<file path="src/logic/rst_clk_pkg.sv">
// package: constants, register map and carrier types for the reset and clock sequencer
package rst_clk_pkg;
    // ----------------------------------------
    // timing
    // ----------------------------------------
    localparam int CLK_MHZ      = 100;                   // oscillator clock rate
    localparam int POR_TIME_US  = 600;                   // self-driven reset pin pulse, typical
    localparam int POR_CYCLES   = POR_TIME_US * CLK_MHZ; // 60000 oscillator cycles
    localparam int WARM_MIN_CYC = 32;                    // least external low time accepted
    localparam int WDOG_CYC     = 512;                   // watchdog reset pulse length
    localparam int EXDLY_CYC    = 32;                    // bus valid delay after pin high
    localparam int LOCK_CYC     = 2000;                  // lock interval in bypass
    // ----------------------------------------
    // register map (byte addresses)
    // ----------------------------------------
    localparam logic [7:0] ADR_CTRL   = 8'h00; // main_pll_control_reg
    localparam logic [7:0] ADR_MULT   = 8'h04; // main_pll_multiplier_reg
    localparam logic [7:0] ADR_SYSDIV = 8'h08; // system_divider_select
    localparam logic [7:0] ADR_CLKOUT = 8'h0c; // clock_output_control_reg
    localparam logic [7:0] ADR_STATUS = 8'h10; // read-only state
    // field positions
    localparam int CTRL_BYP_B   = 0;
    localparam int MULT_INT_LSB = 0;  // pll_integer_multiplier [6:0]
    localparam int MULT_FRC_LSB = 8;  // pll_fraction_multiplier [9:8]
    localparam int CLKO_DIV_LSB = 0;  // clock_output_divider_field [1:0]
    localparam int CLKO_EN_B    = 4;
    localparam int STAT_LOCK_B  = 0;
    localparam int STAT_BYP_B   = 1;
    localparam int STAT_BUS_B   = 2;
    localparam int STAT_BOOT_LSB = 8;
    // reset values
    localparam logic       BYPASS_RST = 1'b1;
    localparam logic [6:0] IMULT_RST  = 7'h01;
    localparam logic [1:0] FMULT_RST  = 2'h0;
    localparam logic [1:0] SYSDIV_RST = 2'h3; // divide by eight
    localparam logic [1:0] SYSDIV_ONE = 2'h0; // divide by one
    localparam logic [1:0] CLKO_RST   = 2'h0; // divide by four
    localparam logic [1:0] CLKO_STOP  = 2'h3;
    // ----------------------------------------
    // types
    // ----------------------------------------
    typedef enum logic [2:0] {ST_POR, ST_WDOG, ST_HOLD, ST_EXDLY, ST_RUN} seq_e;
    typedef struct packed {
        logic        cyc;
        logic        stb;
        logic        we;
        logic [3:0]  sel;
        logic [7:0]  adr;
        logic [31:0] dat;
    } wb_req_s;
    typedef struct packed {
        logic        ack;
        logic [31:0] dat;
    } wb_rsp_s;
endpackage : rst_clk_pkg

</file>
<file path="src/logic/sync2.sv">
// two flip-flop synchroniser for pin inputs
`timescale 1ns/1ps
module sync2 #(
    parameter int W = 1
) (
    input  wire logic         clk_sys,
    input  wire logic         nrst,
    input  wire logic [W-1:0] din,
    output logic      [W-1:0] dout
);
    logic [W-1:0] metaQ; // first stage, read only by the second

    // pins idle high after reset so the reset pin does not look asserted
    always_ff @(posedge clk_sys) begin
        if (!nrst) begin
            metaQ <= '1;
            dout  <= '1;
        end else begin
            metaQ <= din;
            dout  <= metaQ;
        end
    end
endmodule : sync2

</file>
<file path="src/logic/clk_en_div.sv">
// enable divider: one tick every ratio input enables
`timescale 1ns/1ps
module clk_en_div #(
    parameter int W = 4
) (
    input  wire logic         clk_sys,
    input  wire logic         nrst,
    input  wire logic         en,
    input  wire logic [W-1:0] ratio,
    output logic              tick
);
    logic [W-1:0] cntQ; // enables seen since last tick

    initial begin
        if (W < 2) $error("clk_en_div: W too small");
    end

    // ratio of zero behaves as one
    always_ff @(posedge clk_sys) begin
        if (!nrst) begin
            cntQ <= '0;
            tick <= 1'b0;
        end else begin
            tick <= 1'b0;
            if (en) begin
                if (cntQ + W'(1) >= ratio) begin
                    cntQ <= '0;
                    tick <= 1'b1;
                end else begin
                    cntQ <= cntQ + W'(1);
                end
            end
        end
    end
endmodule : clk_en_div

</file>
<file path="src/logic/reset_pll_seq.sv">
// reset sequencer, pll bypass control and clock output divider with wishbone registers
// Operation
// - power-up system clock is oscillator over eight
// - output divider resets to zero, meaning four
// - firmware selects divide-by-one, output oscillator/4
// - clock output pin off until software enables
// - boot pins latched at release for firmware
// - power-on drives reset pin low 600us
// - watchdog reset pulse lasts 512 cycles
// - bus valid 32 cycles after pin high
// - power-on reset generated internally, pin optional
// - bypass makes system clock equal oscillator over the divider
// - multiplier register has integer and fraction
// - leaving bypass switches to multiplied clock
`timescale 1ns/1ps
module reset_pll_seq
    import rst_clk_pkg::*;
#(
    parameter int PorCycles = POR_CYCLES, // shorten for simulation
    parameter int BootW     = 4
) (
    input  wire logic             clk_sys,
    input  wire logic             nrst,
    input  wire wb_req_s          wbReq,
    output wb_rsp_s               wbRsp,
    input  wire logic             rstPinIn,
    output logic                  rstPinOut,
    output logic                  rstPinOe,
    input  wire logic             wdogTrip,
    input  wire logic [BootW-1:0] bootPins,
    output logic [BootW-1:0]      bootMode,
    output logic                  sysRstN,
    output logic                  busValid,
    output logic                  extClkOut,
    output logic                  extClkOe,
    output logic [6:0]            pllIntActive,
    output logic [1:0]            pllFrcActive
);
    // ----------------------------------------
    // elaboration checks
    // ----------------------------------------
    initial begin
        if (PorCycles < 1 || PorCycles > 65535) $error("reset_pll_seq: PorCycles out of range");
        if (BootW < 1 || BootW > 8) $error("reset_pll_seq: BootW out of range");
    end

    // ----------------------------------------
    // declarations
    // ----------------------------------------
    seq_e             stateQ;        // sequencer state
    logic [15:0]      cntQ;          // phase counter
    logic [5:0]       lowCntQ;       // external low filter
    logic             rstPinSync;    // reset pin after synchroniser
    logic [BootW-1:0] bootSync;      // boot pins after synchroniser
    logic             bypassQ;       // software bypass request
    logic             bypassActQ;    // bypass as applied to the clock
    logic [6:0]       imultQ;        // integer multiplier field
    logic [1:0]       fmultQ;        // fraction multiplier field
    logic [1:0]       sysDivQ;       // system divider select code
    logic [1:0]       clkoDivQ;      // clock output divider field
    logic             clkoEnQ;       // clock output pin enable
    logic [10:0]      lockCntQ;      // cycles spent in bypass since multiplier write
    logic             pllTick;       // system clock enable
    logic             extTick;       // clock output enable
    logic             inReset;       // block held in reset
    logic             regRst;        // register reset
    logic             wbHit;         // new access this cycle
    logic             wrCtrl;        // write strobe, control register
    logic             wrMult;        // write strobe, multiplier register
    logic             lockDone;      // lock interval elapsed

    assign inReset = (stateQ == ST_POR) || (stateQ == ST_WDOG) || (stateQ == ST_HOLD);
    assign regRst  = !nrst || inReset;
    assign wbHit   = wbReq.cyc && wbReq.stb && !wbRsp.ack;
    assign wrCtrl  = wbHit && wbReq.we && wbReq.sel[0] && (wbReq.adr == ADR_CTRL);
    assign wrMult  = wbHit && wbReq.we && (wbReq.adr == ADR_MULT);
    assign lockDone = (lockCntQ == 11'(LOCK_CYC));

    // divide code to enable ratio: 0..3 gives 1,2,4,8
    function automatic logic [3:0] sysRatio(input logic [1:0] code);
        sysRatio = 4'h1 << code;
    endfunction : sysRatio

    // output divider field to ratio: 0 -> 4, 1 -> 2, 2 -> 1
    function automatic logic [3:0] clkoRatio(input logic [1:0] code);
        clkoRatio = (code == CLKO_STOP) ? 4'h4 : (4'h4 >> code);
    endfunction : clkoRatio

    // half pin period in oscillator cycles: the pin toggles once per tick, so the product is halved;
    // a product of one cannot be served and gives a period of two
    function automatic logic [4:0] clkoHalf(input logic [1:0] sysCode, input logic [1:0] outCode);
        logic [5:0] full;
        full = 6'(sysRatio(sysCode)) * 6'(clkoRatio(outCode));
        clkoHalf = full[5:1];
    endfunction : clkoHalf

    // ----------------------------------------
    // pin synchronisers
    // ----------------------------------------
    sync2 #(.W(1)) uRstSync (
        .clk_sys (clk_sys),
        .nrst    (nrst),
        .din     (rstPinIn),
        .dout    (rstPinSync)
    );

    sync2 #(.W(BootW)) uBootSync (
        .clk_sys (clk_sys),
        .nrst    (nrst),
        .din     (bootPins),
        .dout    (bootSync)
    );

    // ----------------------------------------
    // reset sequencer
    // ----------------------------------------
    // nrst is the on-chip power-on event; the board pin is not needed for it
    always_ff @(posedge clk_sys) begin
        if (!nrst) begin
            stateQ <= ST_POR;
            cntQ   <= '0;
        end else begin
            unique case (stateQ)
                ST_POR: begin
                    if (cntQ == 16'(PorCycles - 1)) begin
                        stateQ <= ST_HOLD;
                        cntQ   <= '0;
                    end else begin
                        cntQ <= cntQ + 16'h0001;
                    end
                end
                ST_WDOG: begin
                    if (cntQ == 16'(WDOG_CYC - 1)) begin
                        stateQ <= ST_HOLD;
                        cntQ   <= '0;
                    end else begin
                        cntQ <= cntQ + 16'h0001;
                    end
                end
                // wait for the board to let the pin rise
                ST_HOLD: begin
                    if (rstPinSync) begin
                        stateQ <= ST_EXDLY;
                        cntQ   <= '0;
                    end
                end
                ST_EXDLY: begin
                    if (wdogTrip) begin
                        stateQ <= ST_WDOG;
                        cntQ   <= '0;
                    end else if (lowCntQ == 6'(WARM_MIN_CYC - 1)) begin
                        stateQ <= ST_HOLD;
                    end else if (cntQ == 16'(EXDLY_CYC - 1)) begin
                        stateQ <= ST_RUN;
                        cntQ   <= '0;
                    end else begin
                        cntQ <= cntQ + 16'h0001;
                    end
                end
                ST_RUN: begin
                    if (wdogTrip) begin
                        stateQ <= ST_WDOG;
                        cntQ   <= '0;
                    end else if (lowCntQ == 6'(WARM_MIN_CYC - 1)) begin
                        stateQ <= ST_HOLD;
                    end
                end
                default: begin
                    stateQ <= ST_POR;
                    cntQ   <= '0;
                end
            endcase
        end
    end

    // warm reset filter: shorter low glitches are ignored
    always_ff @(posedge clk_sys) begin
        if (!nrst || inReset || rstPinSync) begin
            lowCntQ <= '0;
        end else if (lowCntQ != 6'(WARM_MIN_CYC - 1)) begin
            lowCntQ <= lowCntQ + 6'h01;
        end
    end

    // pin drive and reset outputs, all registered
    always_ff @(posedge clk_sys) begin
        if (!nrst) begin
            rstPinOut <= 1'b0;
            rstPinOe  <= 1'b1;
            sysRstN   <= 1'b0;
            busValid  <= 1'b0;
        end else begin
            rstPinOut <= 1'b0;
            rstPinOe  <= (stateQ == ST_POR) || (stateQ == ST_WDOG);
            sysRstN   <= !inReset;
            busValid  <= (stateQ == ST_RUN);
        end
    end

    // boot strap capture when the pin release is seen
    always_ff @(posedge clk_sys) begin
        if (!nrst) begin
            bootMode <= '0;
        end else if (stateQ == ST_HOLD && rstPinSync) begin
            bootMode <= bootSync;
        end
    end

    // ----------------------------------------
    // software registers
    // ----------------------------------------
    // pll control and multiplier; a warm or watchdog reset restores power-up values
    always_ff @(posedge clk_sys) begin
        if (regRst) begin
            bypassQ <= BYPASS_RST;
            imultQ  <= IMULT_RST;
            fmultQ  <= FMULT_RST;
        end else begin
            if (wrCtrl) begin
                bypassQ <= wbReq.dat[CTRL_BYP_B];
            end
            // multiplier only changes while bypassed, else the clock would jump
            if (wrMult && bypassQ && bypassActQ) begin
                if (wbReq.sel[0]) imultQ <= wbReq.dat[MULT_INT_LSB +: 7];
                if (wbReq.sel[1]) fmultQ <= wbReq.dat[MULT_FRC_LSB +: 2];
            end
        end
    end

    // divider select and clock output control
    always_ff @(posedge clk_sys) begin
        if (regRst) begin
            sysDivQ  <= SYSDIV_RST;
            clkoDivQ <= CLKO_RST;
            clkoEnQ  <= 1'b0;
        end else if (wbHit && wbReq.we && wbReq.sel[0]) begin
            if (wbReq.adr == ADR_SYSDIV) sysDivQ <= wbReq.dat[1:0];
            if (wbReq.adr == ADR_CLKOUT) begin
                clkoDivQ <= wbReq.dat[CLKO_DIV_LSB +: 2];
                clkoEnQ  <= wbReq.dat[CLKO_EN_B];
            end
        end
    end

    // lock timer: restarts on every multiplier write, runs only in bypass
    always_ff @(posedge clk_sys) begin
        if (regRst || wrMult || !bypassActQ) begin
            lockCntQ <= '0;
        end else if (!lockDone) begin
            lockCntQ <= lockCntQ + 11'h001;
        end
    end

    // wishbone answer: one cycle after the request, zero for unmapped reads
    always_ff @(posedge clk_sys) begin
        if (!nrst) begin
            wbRsp <= '0;
        end else begin
            wbRsp.ack <= wbHit;
            wbRsp.dat <= '0;
            if (wbHit && !wbReq.we) begin
                unique case (wbReq.adr)
                    ADR_CTRL:   wbRsp.dat[CTRL_BYP_B] <= bypassQ;
                    ADR_MULT:   wbRsp.dat <= {22'h0, fmultQ, 1'b0, imultQ};
                    ADR_SYSDIV: wbRsp.dat[1:0] <= sysDivQ;
                    ADR_CLKOUT: wbRsp.dat <= {27'h0, clkoEnQ, 2'h0, clkoDivQ};
                    ADR_STATUS: begin
                        wbRsp.dat[STAT_LOCK_B] <= lockDone;
                        wbRsp.dat[STAT_BYP_B]  <= bypassActQ;
                        wbRsp.dat[STAT_BUS_B]  <= busValid;
                        wbRsp.dat[STAT_BOOT_LSB +: BootW] <= bootMode;
                    end
                    default: wbRsp.dat <= '0;
                endcase
            end
        end
    end

    // ----------------------------------------
    // clock enables
    // ----------------------------------------
    clk_en_div #(.W(4)) uSysDiv (
        .clk_sys (clk_sys),
        .nrst    (nrst && !regRst),
        .en      (1'b1),
        .ratio   (sysRatio(sysDivQ)),
        .tick    (pllTick)
    );

    clk_en_div #(.W(5)) uOutDiv (
        .clk_sys (clk_sys),
        .nrst    (nrst && !regRst),
        .en      (clkoDivQ != CLKO_STOP),
        .ratio   (clkoHalf(sysDivQ, clkoDivQ)),
        .tick    (extTick)
    );

    // bypass takes effect only on a system tick so no short clock phase appears
    always_ff @(posedge clk_sys) begin
        if (regRst) begin
            bypassActQ   <= BYPASS_RST;
            pllIntActive <= 7'h01;
            pllFrcActive <= 2'h0;
        end else if (pllTick) begin
            bypassActQ <= bypassQ;
            if (bypassQ) begin
                pllIntActive <= 7'h01;
                pllFrcActive <= 2'h0;
            end else begin
                pllIntActive <= imultQ;
                pllFrcActive <= fmultQ;
            end
        end
    end

    // output pin toggles on each output tick, driven only when enabled
    always_ff @(posedge clk_sys) begin
        if (regRst) begin
            extClkOut <= 1'b0;
            extClkOe  <= 1'b0;
        end else begin
            extClkOe <= clkoEnQ;
            if (extTick) extClkOut <= !extClkOut;
        end
    end
endmodule : reset_pll_seq

</file>
<file path="config.mk">
export PLATFORM = sky130hd
export DESIGN_NAME = reset_pll_seq
export DESIGN_NICKNAME = d
export VERILOG_FILES = /design/src/logic/rst_clk_pkg.sv /design/src/logic/sync2.sv /design/src/logic/clk_en_div.sv /design/src/logic/reset_pll_seq.sv
export SDC_FILE = /design/constraint.sdc
export NUM_CORES = 1
export LEC_CHECK = 0
export BUFFER_PORTS_ARGS = -buffer_cell sky130_fd_sc_hd__buf_4
export CAP_MARGIN = 20
export CELL_PAD_IN_SITES_DETAIL_PLACEMENT = 0
export CELL_PAD_IN_SITES_GLOBAL_PLACEMENT = 1
export CORE_ASPECT_RATIO = 0.75
export CORE_MARGIN = 10
export CORE_UTILIZATION = 42
export CTS_BUF_LIST = sky130_fd_sc_hd__clkbuf_4 sky130_fd_sc_hd__clkbuf_8
export CTS_CLUSTER_SIZE = 30
export DETAILED_ROUTE_END_ITERATION = 10
export MAX_ROUTING_LAYER = met4
export PLACE_DENSITY = 0.86
export SLEW_MARGIN = 30
export SYNTH_ARGS = -nofsm -noshare
export SYNTH_HDL_FRONTEND = slang
export SYNTH_SLANG_ARGS = --single-unit
</file>
<file path="constraint.sdc">
create_clock -name clk_sys -period 4.11 [get_ports clk_sys]
set_input_delay 0.6165 -clock clk_sys [delete_from_list [all_inputs] [get_ports clk_sys]]
set_output_delay 0.6165 -clock clk_sys [all_outputs]
set_load 0.005 [all_outputs]
</file>
After elaboration in Yosys (flattened, before gate mapping)
Index checks and enable logic that the tools add are counted.
{ "op_classes": {"muxes": 28, "mul": 1, "order_cmp": 2, "shift": 2, "n_reduce_logical": 35, "bitwise": 1, "n_eq_ne": 23, "add_sub_neg": 5} }
{ "op_table": {"columns": ["cell", "n"], "rows": [
  ["two-way mux 16 bit", 7],
  ["case mux 16 bit (5 select lines)", 1],
  ["two-way mux 3 bit", 8],
  ["adder 16 x 1 -> 16 bit, second input constant", 1],
  ["== test 16 bit, second input constant", 1],
  ["== test 16 x 5 -> 1 bit, second input constant", 1],
  ["== test 16 x 9 -> 1 bit, second input constant", 1],
  ["== test 8 x 4 -> 1 bit, second input constant", 2],
  ["case mux 4 bit (2 select lines)", 2],
  ["case mux 3 bit (5 select lines)", 1],
  ["AND reduction 2 bit", 6],
  ["adder 11 x 1 -> 11 bit, second input constant", 1],
  ["== test 11 bit, second input constant", 1],
  ["logical AND 1 bit", 11],
  ["== test 8 x 3 -> 1 bit, second input constant", 1],
  ["== test 8 x 5 -> 1 bit, second input constant", 1],
  ["zero test 8 bit", 1],
  ["zero test 1 bit", 7],
  ["two-way mux 7 bit", 1],
  ["adder 6 x 1 -> 6 bit, second input constant", 1],
  ["== test 3 x 2 -> 1 bit, second input constant", 2],
  ["== test 6 x 5 -> 1 bit, second input constant", 1],
  ["logical OR 1 bit", 6],
  ["multiplier 4 x 4 -> 6 bit", 1],
  ["other kinds (26)", 31]
]} }
{ "word_totals": {"output_inout_bits": 52, "elab_cells": 127, "inputBits": 55, "ff_bits": 124} }

Depth between registers and ports, before layout
Gate-level depths: netlist (run 1).
{ "logic_depth": {"depth_word": 8, "mapped_depth": 14, "ltp_nobuf": 14} }

By module
A second synthesis (run 1) with hierarchy kept.
{ "unflattened": {"hier_cells": 586, "hier_area_um2": 5176.2} }
{ "modules_own_cells": {"columns": ["module", "n_inst", "area_per_inst_um2", "cells_each", "seq_area_each_um2"], "rows": [
  ["reset_pll_seq", 1, 4124.0, 476, 1641.6],
  ["clk_en_div at uOutDiv", 1, 434.2, 52, 120.1],
  ["clk_en_div at uSysDiv", 1, 355.3, 38, 100.1],
  ["sync2 at uBootSync", 1, 210.2, 16, 160.2],
  ["sync2 at uRstSync", 1, 52.6, 4, 40.0]
]} }

Least setup slack after synthesis (run 1)
Ideal clock, no wire load.
{ "synth_timing": {"path_type": "reg-to-reg", "start": "register clkoDivQ[0]", "end": "register uOutDiv.cntQ[2]", "path_buffers": 0, "t_arrival_ns": 3.614, "setup_ns": 0.074, "required_ns": 4.036, "stages_incl_launch_ff": 15, "period_less_slack_ns": 3.689, "path_slack_ns": 0.421, "cell_sequence": "dfxtp_1 > inv_1 > ha_1 > and2_1 > ha_1 > fa_1 > ha_1 > a21o_1 > a21oi_1 > xnor2_1 > ha_1 > a21oi_1 > o21ai_0 > or4b_1 > a31oi_1"} }
{ "synth_between": {"elab_chain_len": 5, "word_cells_on_any_way": 7, "classes_between": "mul: 1; order compare: 1; eq/ne: 2; shift: 1; mux: 2"} }
{ "synth_lines": {"columns": ["element", "line_no", "rtl"], "rows": [
  ["start, declared", "reset_pll_seq.sv:60", "logic [1:0] clkoDivQ;"],
  ["start signal, assigned", "reset_pll_seq.sv:239", "clkoDivQ <= wbReq.dat[CLKO_DIV_LSB +: 2];"],
  [">> shifter 3 x 2 -> 4 bit or == test 2 bit (tied branches)", "reset_pll_seq.sv:86", "clkoRatio = (code == CLKO_STOP) ? 4'h4 : (4'h4 >> code);"],
  ["two-way mux 4 bit", "reset_pll_seq.sv:86", null],
  ["multiplier 4 x 4 -> 6 bit", "reset_pll_seq.sv:93", "full = 6'(sysRatio(sysCode)) * 6'(clkoRatio(outCode));"],
  ["greater-or-equal comparator 5 bit", "clk_en_div.sv:26", "if (cntQ + W'(1) >= ratio) begin"],
  ["two-way mux 5 bit", "clk_en_div.sv:26", null],
  ["end signal, assigned", "clk_en_div.sv:30", "cntQ <= cntQ + W'(1);"],
  ["end, declared", "clk_en_div.sv:12", "logic [W-1:0] cntQ;"]
]} }
Parallel ways exist; a longest one is shown, timed or not.
A chain may end at the register's enable or synchronous reset.

Worst setup path after layout (run 1)
Ends and elaborated chain as after synthesis.

==> metrics.txt, run 1 <==
most common cell in the netlist dfxtp_1; RR Endpoint uOutDiv.cntQ[2]; synthesized cell area 4910 um2; Max Cap Viol 0; DRT Wirelength 10,600 um; Final Max Tran Viols 0; via count 3,741; share of layout cells above drive strength 1 0.166; pwr dens 297 nW/um2; Hold EP uBootSync.dout[3]; row cnt 34; Skew-Pair Late Insertion Delay 0.36 ns; Synth Register Bits 103; worst hold path class register to register; Final Critical Period 3.82 ns; root buffer cell clkbuf_8; Min-Delay Path Depth 1; status complete, no violations; multi-input logic area 2640 um2; simple-gate share of the synthesized area 0.258; Final setup viols 0; Filler Cell Count 1,090; ys async rst share 0; Die Width 145 um; post-synthesis cell type count 56; CTS Buf Count 9; peak supply drop 0.191 mV; DRC Markers 0; Synth Area in Compound Gates 0.0708; Core Region 11,500 um2; Syn Area/Cell 9.01 um2; clock transition at the registers of the reported paths 0.11 ns; Die Height 114 um; post-DR wirelength/cell 13.9 um; leakage 2.31 nW; Pre-antenna DRT Iters 4; Post-synth top cells dfxtp_1, nor2_1, nand2_1; Post-Synth XOR/XNOR Area 0.0696; Crit Path Class register to register; total gr overflow 0; RSZ-0062 raised after global routing false; # nets final 682; vias in the first global route 3,609; Clock Sinks 103; Worst Skew 0.0185 ns; Area contributors post-synth dfxtp_1, ha_1, nor2_1; first-pass GRT wire length 17,300 um; Routed Antenna Nets 0; CTS tree yes; number of diodes 0; Total Die Area 16,500 um2; WP data arrival 4.11 ns; Worst-Margin Slew 0.832 ns; global placer's final weighted congestion 0.828; Post-synth EDFFs 0; element type at the critical path start register; largest net degree at the start of global routing 27; Seq/Total Area, Yosys 0.420; top cell type's share of synthesized area 0.420; initial antenna violation count 0; count of final hold-check violations 0; Critical R2R Launch clkoDivQ[0]; ys flop type dfxtp_1; maximum clock insertion buffer count 2; Initial Util 0.426; vias per cell 4.90; period utilization 0.929; R2R Setup Slk 0.29 ns; Area Growth Syn to Fin 13.8%; worst rel slew slack 0.441; Setup TNS Final 0 ns; DRT iter0 DRCs 230; synthesized-area fraction occupied by adder cells 0.0770; Req. time, crit path 4.40 ns; crit end category register; dpl hpwl 8050 um; Hold Path Origin uBootSync.metaQ[3]; CTS H-tree lvls 3; overall power 1.66 mW; crit-path max FO 7; largest family of logic cells by synthesized area simple AND/OR/NAND/NOR gates; max frequency 262 MHz; Synth Instances 545; mux cell area share after synthesis 0.0415; dominant cell type by area after synthesis dfxtp_1; Yosys Warn Count 0; Port Buffers 59; gr usage total 0.131; reg2reg path depth 14; register area 2060 um2; Setup Buffers After CTS 0; Top Ports 107
-- critical path: stages, from the launching register on --
cell	delay (ns)
dfxtp_2	0.38
inv_1	0.05
ha_1	0.33
and2_1	0.15
ha_1	0.29
fa_1	0.53
ha_1	0.32
a21o_1	0.18
a21oi_1	0.17
xnor2_1	0.14
ha_1	0.27
a21oi_1	0.17
o21ai_2	0.12
or4b_1	0.51
a31oi_1	0.17
-- what timing repair did --
action | CTS | global route
hold buffers | 0 | 0
gates resized for setup | 0 | 5
endpoints found under the hold margin | 0 | 0
endpoints found under the setup margin | 0 | 4
-- stage by stage --
stage	worst slack [ns]	cell area (um2)	cells	hold WS, ns	utilization
after floorplan	0.421	4990	566	0.386	-
final	0.292	5590	764	0.419	0.485
after global placement	0.187	5390	749	0.396	0.468
after global routing	0.0320	5590	764	0.407	0.485
after detailed placement	0.114	5390	749	0.394	0.468
after CTS	0.0966	5570	764	0.413	0.483
-- how the worst max path moves through the flow --
| stage | start | end | slack [ns] | cells after the start |
|---|---|---|---|---|
| global route | clkoDivQ[0] | uOutDiv.cntQ[2] | 0.03 | 14 |
| CTS | clkoDivQ[0] | uOutDiv.cntQ[2] | 0.1 | 14 |
| global placement | clkoDivQ[0] | uOutDiv.cntQ[2] | 0.19 | 14 |
| finish | clkoDivQ[0] | uOutDiv.cntQ[2] | 0.29 | 14 |
| floorplan | clkoDivQ[0] | uOutDiv.cntQ[2] | 0.42 | 14 |
| detailed placement | clkoDivQ[0] | uOutDiv.cntQ[2] | 0.11 | 14 |
-- power breakdown --
group,switching [mW],total [mW],internal (mW)
combinational,0.0308,0.0597,0.0289
sequential,0.00390,1.01,1.00
clock,0.363,0.593,0.229
total,0.398,1.66,1.26
-- metal layers --
metal  vias to the layer above  global-route usage  wire, um
li1                       1908                   -         -
met2                        85               0.193      4740
met5                         -                   -         0
met1                      1744               0.171      5180
met4                         0              0.0289        51
met3                         4              0.0428       609
-- cell type report --
| class | count | area share |
|---|---|---|
| inverters | 15 | 0.0101 |
| repair buffers | 60 | 0.0806 |
| clock inverters | 6 | 0.00918 |
| well taps | 162 | 0.0363 |
| flip-flops and latches | 103 | 0.370 |
| multi-input cells | 409 | 0.472 |
| clock buffers | 9 | 0.0222 |
-- flip-flops by register name (all words and copies together) (netlist names), 3 cells and up --
register	count
wbRsp	12
cntQ	16
lowCntQ	6
pllIntActive	7
bootMode	4
uSysDiv.cntQ	4
stateQ	3
uBootSync.dout	4
uBootSync.metaQ	4
uOutDiv.cntQ	5
lockCntQ	11
imultQ	7
-- kinds of logic (layout without fill, tap and decap cells) --
kind of cell / count (synthesis) / count (layout)
fa+ha+maj: 29 / 29
xor+xnor: 39 / 39
simple gates: 242 / 242
flops: 103 / 103
compound gates: 58 / 58
other cells: 1 / 22
mux: 19 / 19
buf+inv: 54 / 90
-- placed cells by master, fill, tap and decap left out, types with 4 or more instances in the layout --
cell type,n
a21o_1,4
a21oi_1,30
a22oi_1,4
and2_1,14
and3_1,9
buf_4,60
clkbuf_8,9
conb_1,22
dfxtp_1,101
ha_1,27
inv_1,14
inv_6,4
mux2i_1,17
nand2_1,38
nand2b_1,18
nand3_1,23
nand4_1,10
nor2_1,76
nor2b_1,12
nor3_1,8
o21ai_0,9
xnor2_1,21
xor2_1,18
Note: power is estimated with default switching activity, not from simulation.
==> run 2: changes to the inputs <==
CORE_UTILIZATION = 38   (was 42)
PLACE_DENSITY = 0.79   (was 0.86)
==> run 2 against run 1 <==
Effect of this change:
- first-iteration DRC count is 6.1% higher
- worst setup slack worse by 0.024 ns
- clock skew is 0.0043 ns lower
- die area rose by 8.8%
- critical path depth is the same
- critical path type unchanged
- critical endpoint unchanged
- largest cell class unchanged
==> metrics.txt, run 2 (synthesized netlist as in run 1, its figures left out) <==
status complete, no violations; element type at the critical path start register; overall power 1.70 mW; pwr dens 302 nW/um2; Hold EP uBootSync.metaQ[2]; first-pass GRT wire length 17,900 um; hold_buf cts 0; Clk pwr share 0.370; Top Ports 107; Final Max Tran Viols 0; Hold Path Origin bootPins[2]; initial antenna violation count 0; number of diodes 0; share of total power in combinational logic 0.035; most common cell after layout, fill and taps aside dfxtp_1; crit end category register; RSZ-0062 raised after global routing false; Area Growth Syn to Fin 14.6%; maximum clock insertion buffer count 2; cells along the critical path buf_4 -> ha_1 -> and2_1 -> ha_1 -> fa_1 -> ha_1 -> a21o_1 -> a21oi_2 -> xnor2_1 -> ha_1 -> a21oi_1 -> o21ai_2 -> or4b_1 -> a31oi_1; Sw Share 0.247; leakage 2.33 nW; CP most frequent cell ha_1; clock transition at the registers of the reported paths 0.11 ns; crit-path max FO 7; Worst Skew 0.0142 ns; dpl hpwl 8250 um; Routed Antenna Nets 0; max frequency 260 MHz; total gr overflow 0; Filler Cell Count 1,220; DRT Wirelength 10,900 um; peak supply drop 0.211 mV; Die Width 151 um; gr usage total 0.126; Critical R2R Launch clkoDivQ[0]; Total Die Area 17,900 um2; Finished Layout Cells 771; Pint 1.28 mW; Port Buffers 59; largest net degree at the start of global routing 27; root buffer cell clkbuf_8; R2R Setup Slk 0.27 ns; Clock Sinks 103; Post-Place Cell Area 5410 um2; Final Critical Period 3.84 ns; dpl cells 754; Design Area, Final 5630 um2; Crit Path Class register to register; Req. time, crit path 4.41 ns; Biggest register cntQ; Slowest-stage cell, CP fa_1; worst path buffer plus inverter count 1; WP data arrival 4.14 ns; Die Height 118 um; Setup TNS Final 0 ns; CTS H-tree lvls 3; Regs by FF count cntQ x16, wbRsp x12, lockCntQ x11; CTS tree yes; Skew-Pair Late Insertion Delay 0.38 ns; Setup crit start clkoDivQ[0]; Largest stage delay, worst path 0.53 ns; reg2reg path depth 14; Max Cap Viol 0; worst rel slew slack 0.445; max reg flops 16; RR Endpoint uOutDiv.cntQ[2]; vias per cell 4.81; Reg power frac 0.595; Min-Delay Path Depth 2; via count 3,710; period utilization 0.935; most frequent cells in the layout dfxtp_1, nor2_1, buf_4; share of layout cells above drive strength 1 0.174; row cnt 35; DRT iter0 DRCs 244; Initial Util 0.393; crit-path leading delay family adder cells; vias in the first global route 3,613; count of final hold-check violations 0; global placer's final weighted congestion 0.800; DRC Markers 0; Core Util, Final 0.451; Psw 0.419 mW; Pre-antenna DRT Iters 4; post-DR wirelength/cell 14.1 um; worst hold path class input port to register; CTS Buf Count 9; # nets final 684; Core Region 12,500 um2; Final setup viols 0; Worst-Margin Slew 0.826 ns
[run 2: metal layers]
layer | GRT usage | up-vias | wire length (um)
met3 | 0.0408 | 7 | 627
met5 | - | - | 0
met1 | 0.168 | 1716 | 5400
met2 | 0.177 | 72 | 4740
li1 | - | 1915 | -
met4 | 0.0360 | 0 | 127
[run 2: layout make-up]
cell class	count	area, um2	share of cell area
Tap cell	166	208	0.0369
Timing Repair Buffer	62	465	0.0827
Clock buffer	10	131	0.0234
Clock inverter	6	57.6	0.0102
Multi-Input combinational cell	409	2640	0.470
Sequential cell	103	2070	0.367
Inverter	15	56.3	0.0100
[run 2: power by group through the flow]
| stage | registers (mW) | logic, mW | clock network [mW] |
|---|---|---|---|
| after CTS | 1.01 | 0.0590 | 0.653 |
| after detailed placement | 1.03 | 0.0587 | 0 |
| after global routing | 1.01 | 0.0651 | 0.693 |
| after floorplan | 1.03 | 0.0423 | 0 |
| after global placement | 1.03 | 0.0575 | 0 |
| final | 1.01 | 0.0595 | 0.628 |
[run 2: how the worst max path moves through the flow]
stage / slack (ns) / to / cells after the start
final: 0.27 / uOutDiv.cntQ[2] / 14
after global routing: 0.0009 / uOutDiv.cntQ[2] / 14
after CTS: 0.04 / uOutDiv.cntQ[2] / 13
after detailed placement: 0.11 / uOutDiv.cntQ[2] / 14
after global placement: 0.27 / uOutDiv.cntQ[2] / 14
after floorplan: 0.42 / uOutDiv.cntQ[2] / 14
[run 2: repair_timing]
action                                  in CTS  in global routing
buffers inserted                             0                  1
endpoints found under the setup margin       0                  6
gates resized for setup                      0                  7
[run 2: through the flow]
step                      setup WS [ns]  hold WS (ns)
after floorplan                   0.421         0.386
after global placement            0.273         0.397
after detailed placement          0.105         0.395
after CTS                        0.0408         0.392
after global routing           0.000910         0.390
final                             0.268         0.406
[run 2: worst register-to-register path, stage by stage, from the launching register on]
cell,delay [ns]
dfxtp_1,0.33
buf_4,0.14
ha_1,0.22
and2_1,0.16
ha_1,0.31
fa_1,0.53
ha_1,0.31
a21o_1,0.19
a21oi_2,0.16
xnor2_1,0.14
ha_1,0.26
a21oi_1,0.15
o21ai_2,0.13
or4b_1,0.53
a31oi_1,0.19
==> run 3: changes to the inputs <==
CTS_BUF_LIST = not set   (was sky130_fd_sc_hd__clkbuf_4 sky130_fd_sc_hd__clkbuf_8)
HOLD_SLACK_MARGIN = 0.03   (was not set)
SKIP_LAST_GASP = 1   (was not set)
==> run 3 against run 2 <==
Effect of this change:
- final cell count is 0.13% lower
- flip-flop and latch count stayed put
- total power up 12%
- worst hold slack gained 0.0033 ns
==> metrics.txt, run 3 (synthesized netlist as in run 1, its figures left out) <==
status complete, no violations; most frequent cells in the layout dfxtp_1, nor2_1, buf_4; Final Critical Period 3.82 ns; Crit Path Class register to register; worst hold path class register to register; Area Growth Syn to Fin 16.4%; post-DR wirelength/cell 14.2 um; row cnt 35; hold_buf cts 0; Final setup viols 0; Clk pwr share 0.440; Setup TNS Final 0 ns; pwr dens 334 nW/um2; count of final hold-check violations 0; dpl hpwl 8250 um; share of total power in combinational logic 0.031; # nets final 683; DRT iter0 DRCs 234; Psw 0.447 mW; maximum clock insertion buffer count 2; Pre-antenna DRT Iters 4; element type at the critical path start register; post_cts resized 0; clock transition at the registers of the reported paths 0.08 ns; largest net degree at the start of global routing 27; peak supply drop 0.244 mV; Biggest register cntQ; max reg flops 16; DRC Markers 0; root buffer cell clkbuf_16; period utilization 0.930; Skew-Pair Late Insertion Delay 0.35 ns; initial antenna violation count 0; Regs by FF count cntQ x16, wbRsp x12, lockCntQ x11; Die Height 118 um; Top Ports 107; Sw Share 0.234; vias in the first global route 3,658; most common cell after layout, fill and taps aside dfxtp_1; Total Die Area 17,900 um2; Port Buffers 59; final setup margin 0.289 ns; number of diodes 0; Routed Antenna Nets 0; Worst Skew 0.0103 ns; CTS H-tree lvls 3; worst rel slew slack 0.440; share of layout cells above drive strength 1 0.169; total gr overflow 0; Req. time, crit path 4.38 ns; Max Cap Viol 0; global placer's final weighted congestion 0.800; leakage 2.37 nW; Final Max Tran Viols 0; crit end category register; Clock Sinks 103; post-place setup slack 0.105 ns; RSZ-0062 raised after global routing false; via count 3,708; vias per cell 4.82; Initial Util 0.393; Setup Buffers After CTS 0; first-pass GRT wire length 18,000 um; CTS Buf Count 9; gr usage total 0.127; WP data arrival 4.09 ns; DRT Wirelength 11,000 um; Core Region 12,500 um2; max frequency 262 MHz; Pint 1.46 mW; crit-path max FO 7; CTS tree yes; Reg power frac 0.528; Die Width 151 um; Worst-Margin Slew 0.833 ns
run 3: cell types whose count changed in the layout (fill, tap and decap cells not counted), sizes merged:
cell and change:
buf -1
run 3: area by class of cell:
class                   count  area (um2)
clock buffers              10         229
clock inverters             6        57.6
fillers                  1202        6770
inverters                  15        56.3
multi-input cells         409        2640
flip-flops and latches    103        2060
well taps                 166         208
repair buffers             61         458
run 3: worst paths after layout:
| path | startpoint | to | slack [ns] | cells after the start |
|---|---|---|---|---|
| worst max-delay path | clkoDivQ[0] | uOutDiv.cntQ[2] | 0.29 | 14 |
| worst min-delay path | uBootSync.metaQ[3] | uBootSync.dout[3] | 0.41 | 1 |
| worst max register to register | clkoDivQ[0] | uOutDiv.cntQ[2] | 0.29 | 14 |
| worst min register to register | uBootSync.metaQ[3] | uBootSync.dout[3] | 0.41 | 1 |
run 3: metal layers:
layer | track usage | share of wire | wire (um) | vias to the layer above
met4 | 0.0378 | 0.012 | 131 | 0
met1 | 0.168 | 0.49 | 5400 | 1696
met5 | - | 0 | 0 | -
met2 | 0.179 | 0.44 | 4770 | 88
met3 | 0.0419 | 0.060 | 654 | 8
li1 | - | - | - | 1916
run 3: power by group through the flow:
stage / sequential [mW] / combinational, mW / clock (mW)
detailed placement: 1.03 / 0.0587 / 0
CTS: 1.01 / 0.0590 / 0.864
global route: 1.01 / 0.0651 / 0.900
floorplan: 1.03 / 0.0423 / 0
finish: 1.01 / 0.0595 / 0.840
global placement: 1.03 / 0.0575 / 0
run 3: critical path: stages (launching register included):
cell and delay [ns]:
dfxtp_1 0.31, buf_4 0.14, ha_1 0.22, and2_1 0.15, ha_1 0.31, fa_1 0.53, ha_1 0.31, a21o_1 0.19
a21oi_2 0.16, xnor2_1 0.14, ha_1 0.26, a21oi_1 0.15, o21ai_2 0.12, or4b_1 0.53, a31oi_1 0.19
run 3: per-stage QoR:
stage                     area [um2]   util  instances  hold slack, ns  total power, mW
after floorplan                 4990      -        566           0.386             1.07
after global routing            5710  0.458        770           0.427             1.97
after CTS                       5700  0.456        770           0.411             1.93
after global placement          5400  0.433        754           0.397             1.09
after detailed placement        5410  0.433        754           0.395             1.09
final                           5710  0.458        770           0.410             1.91
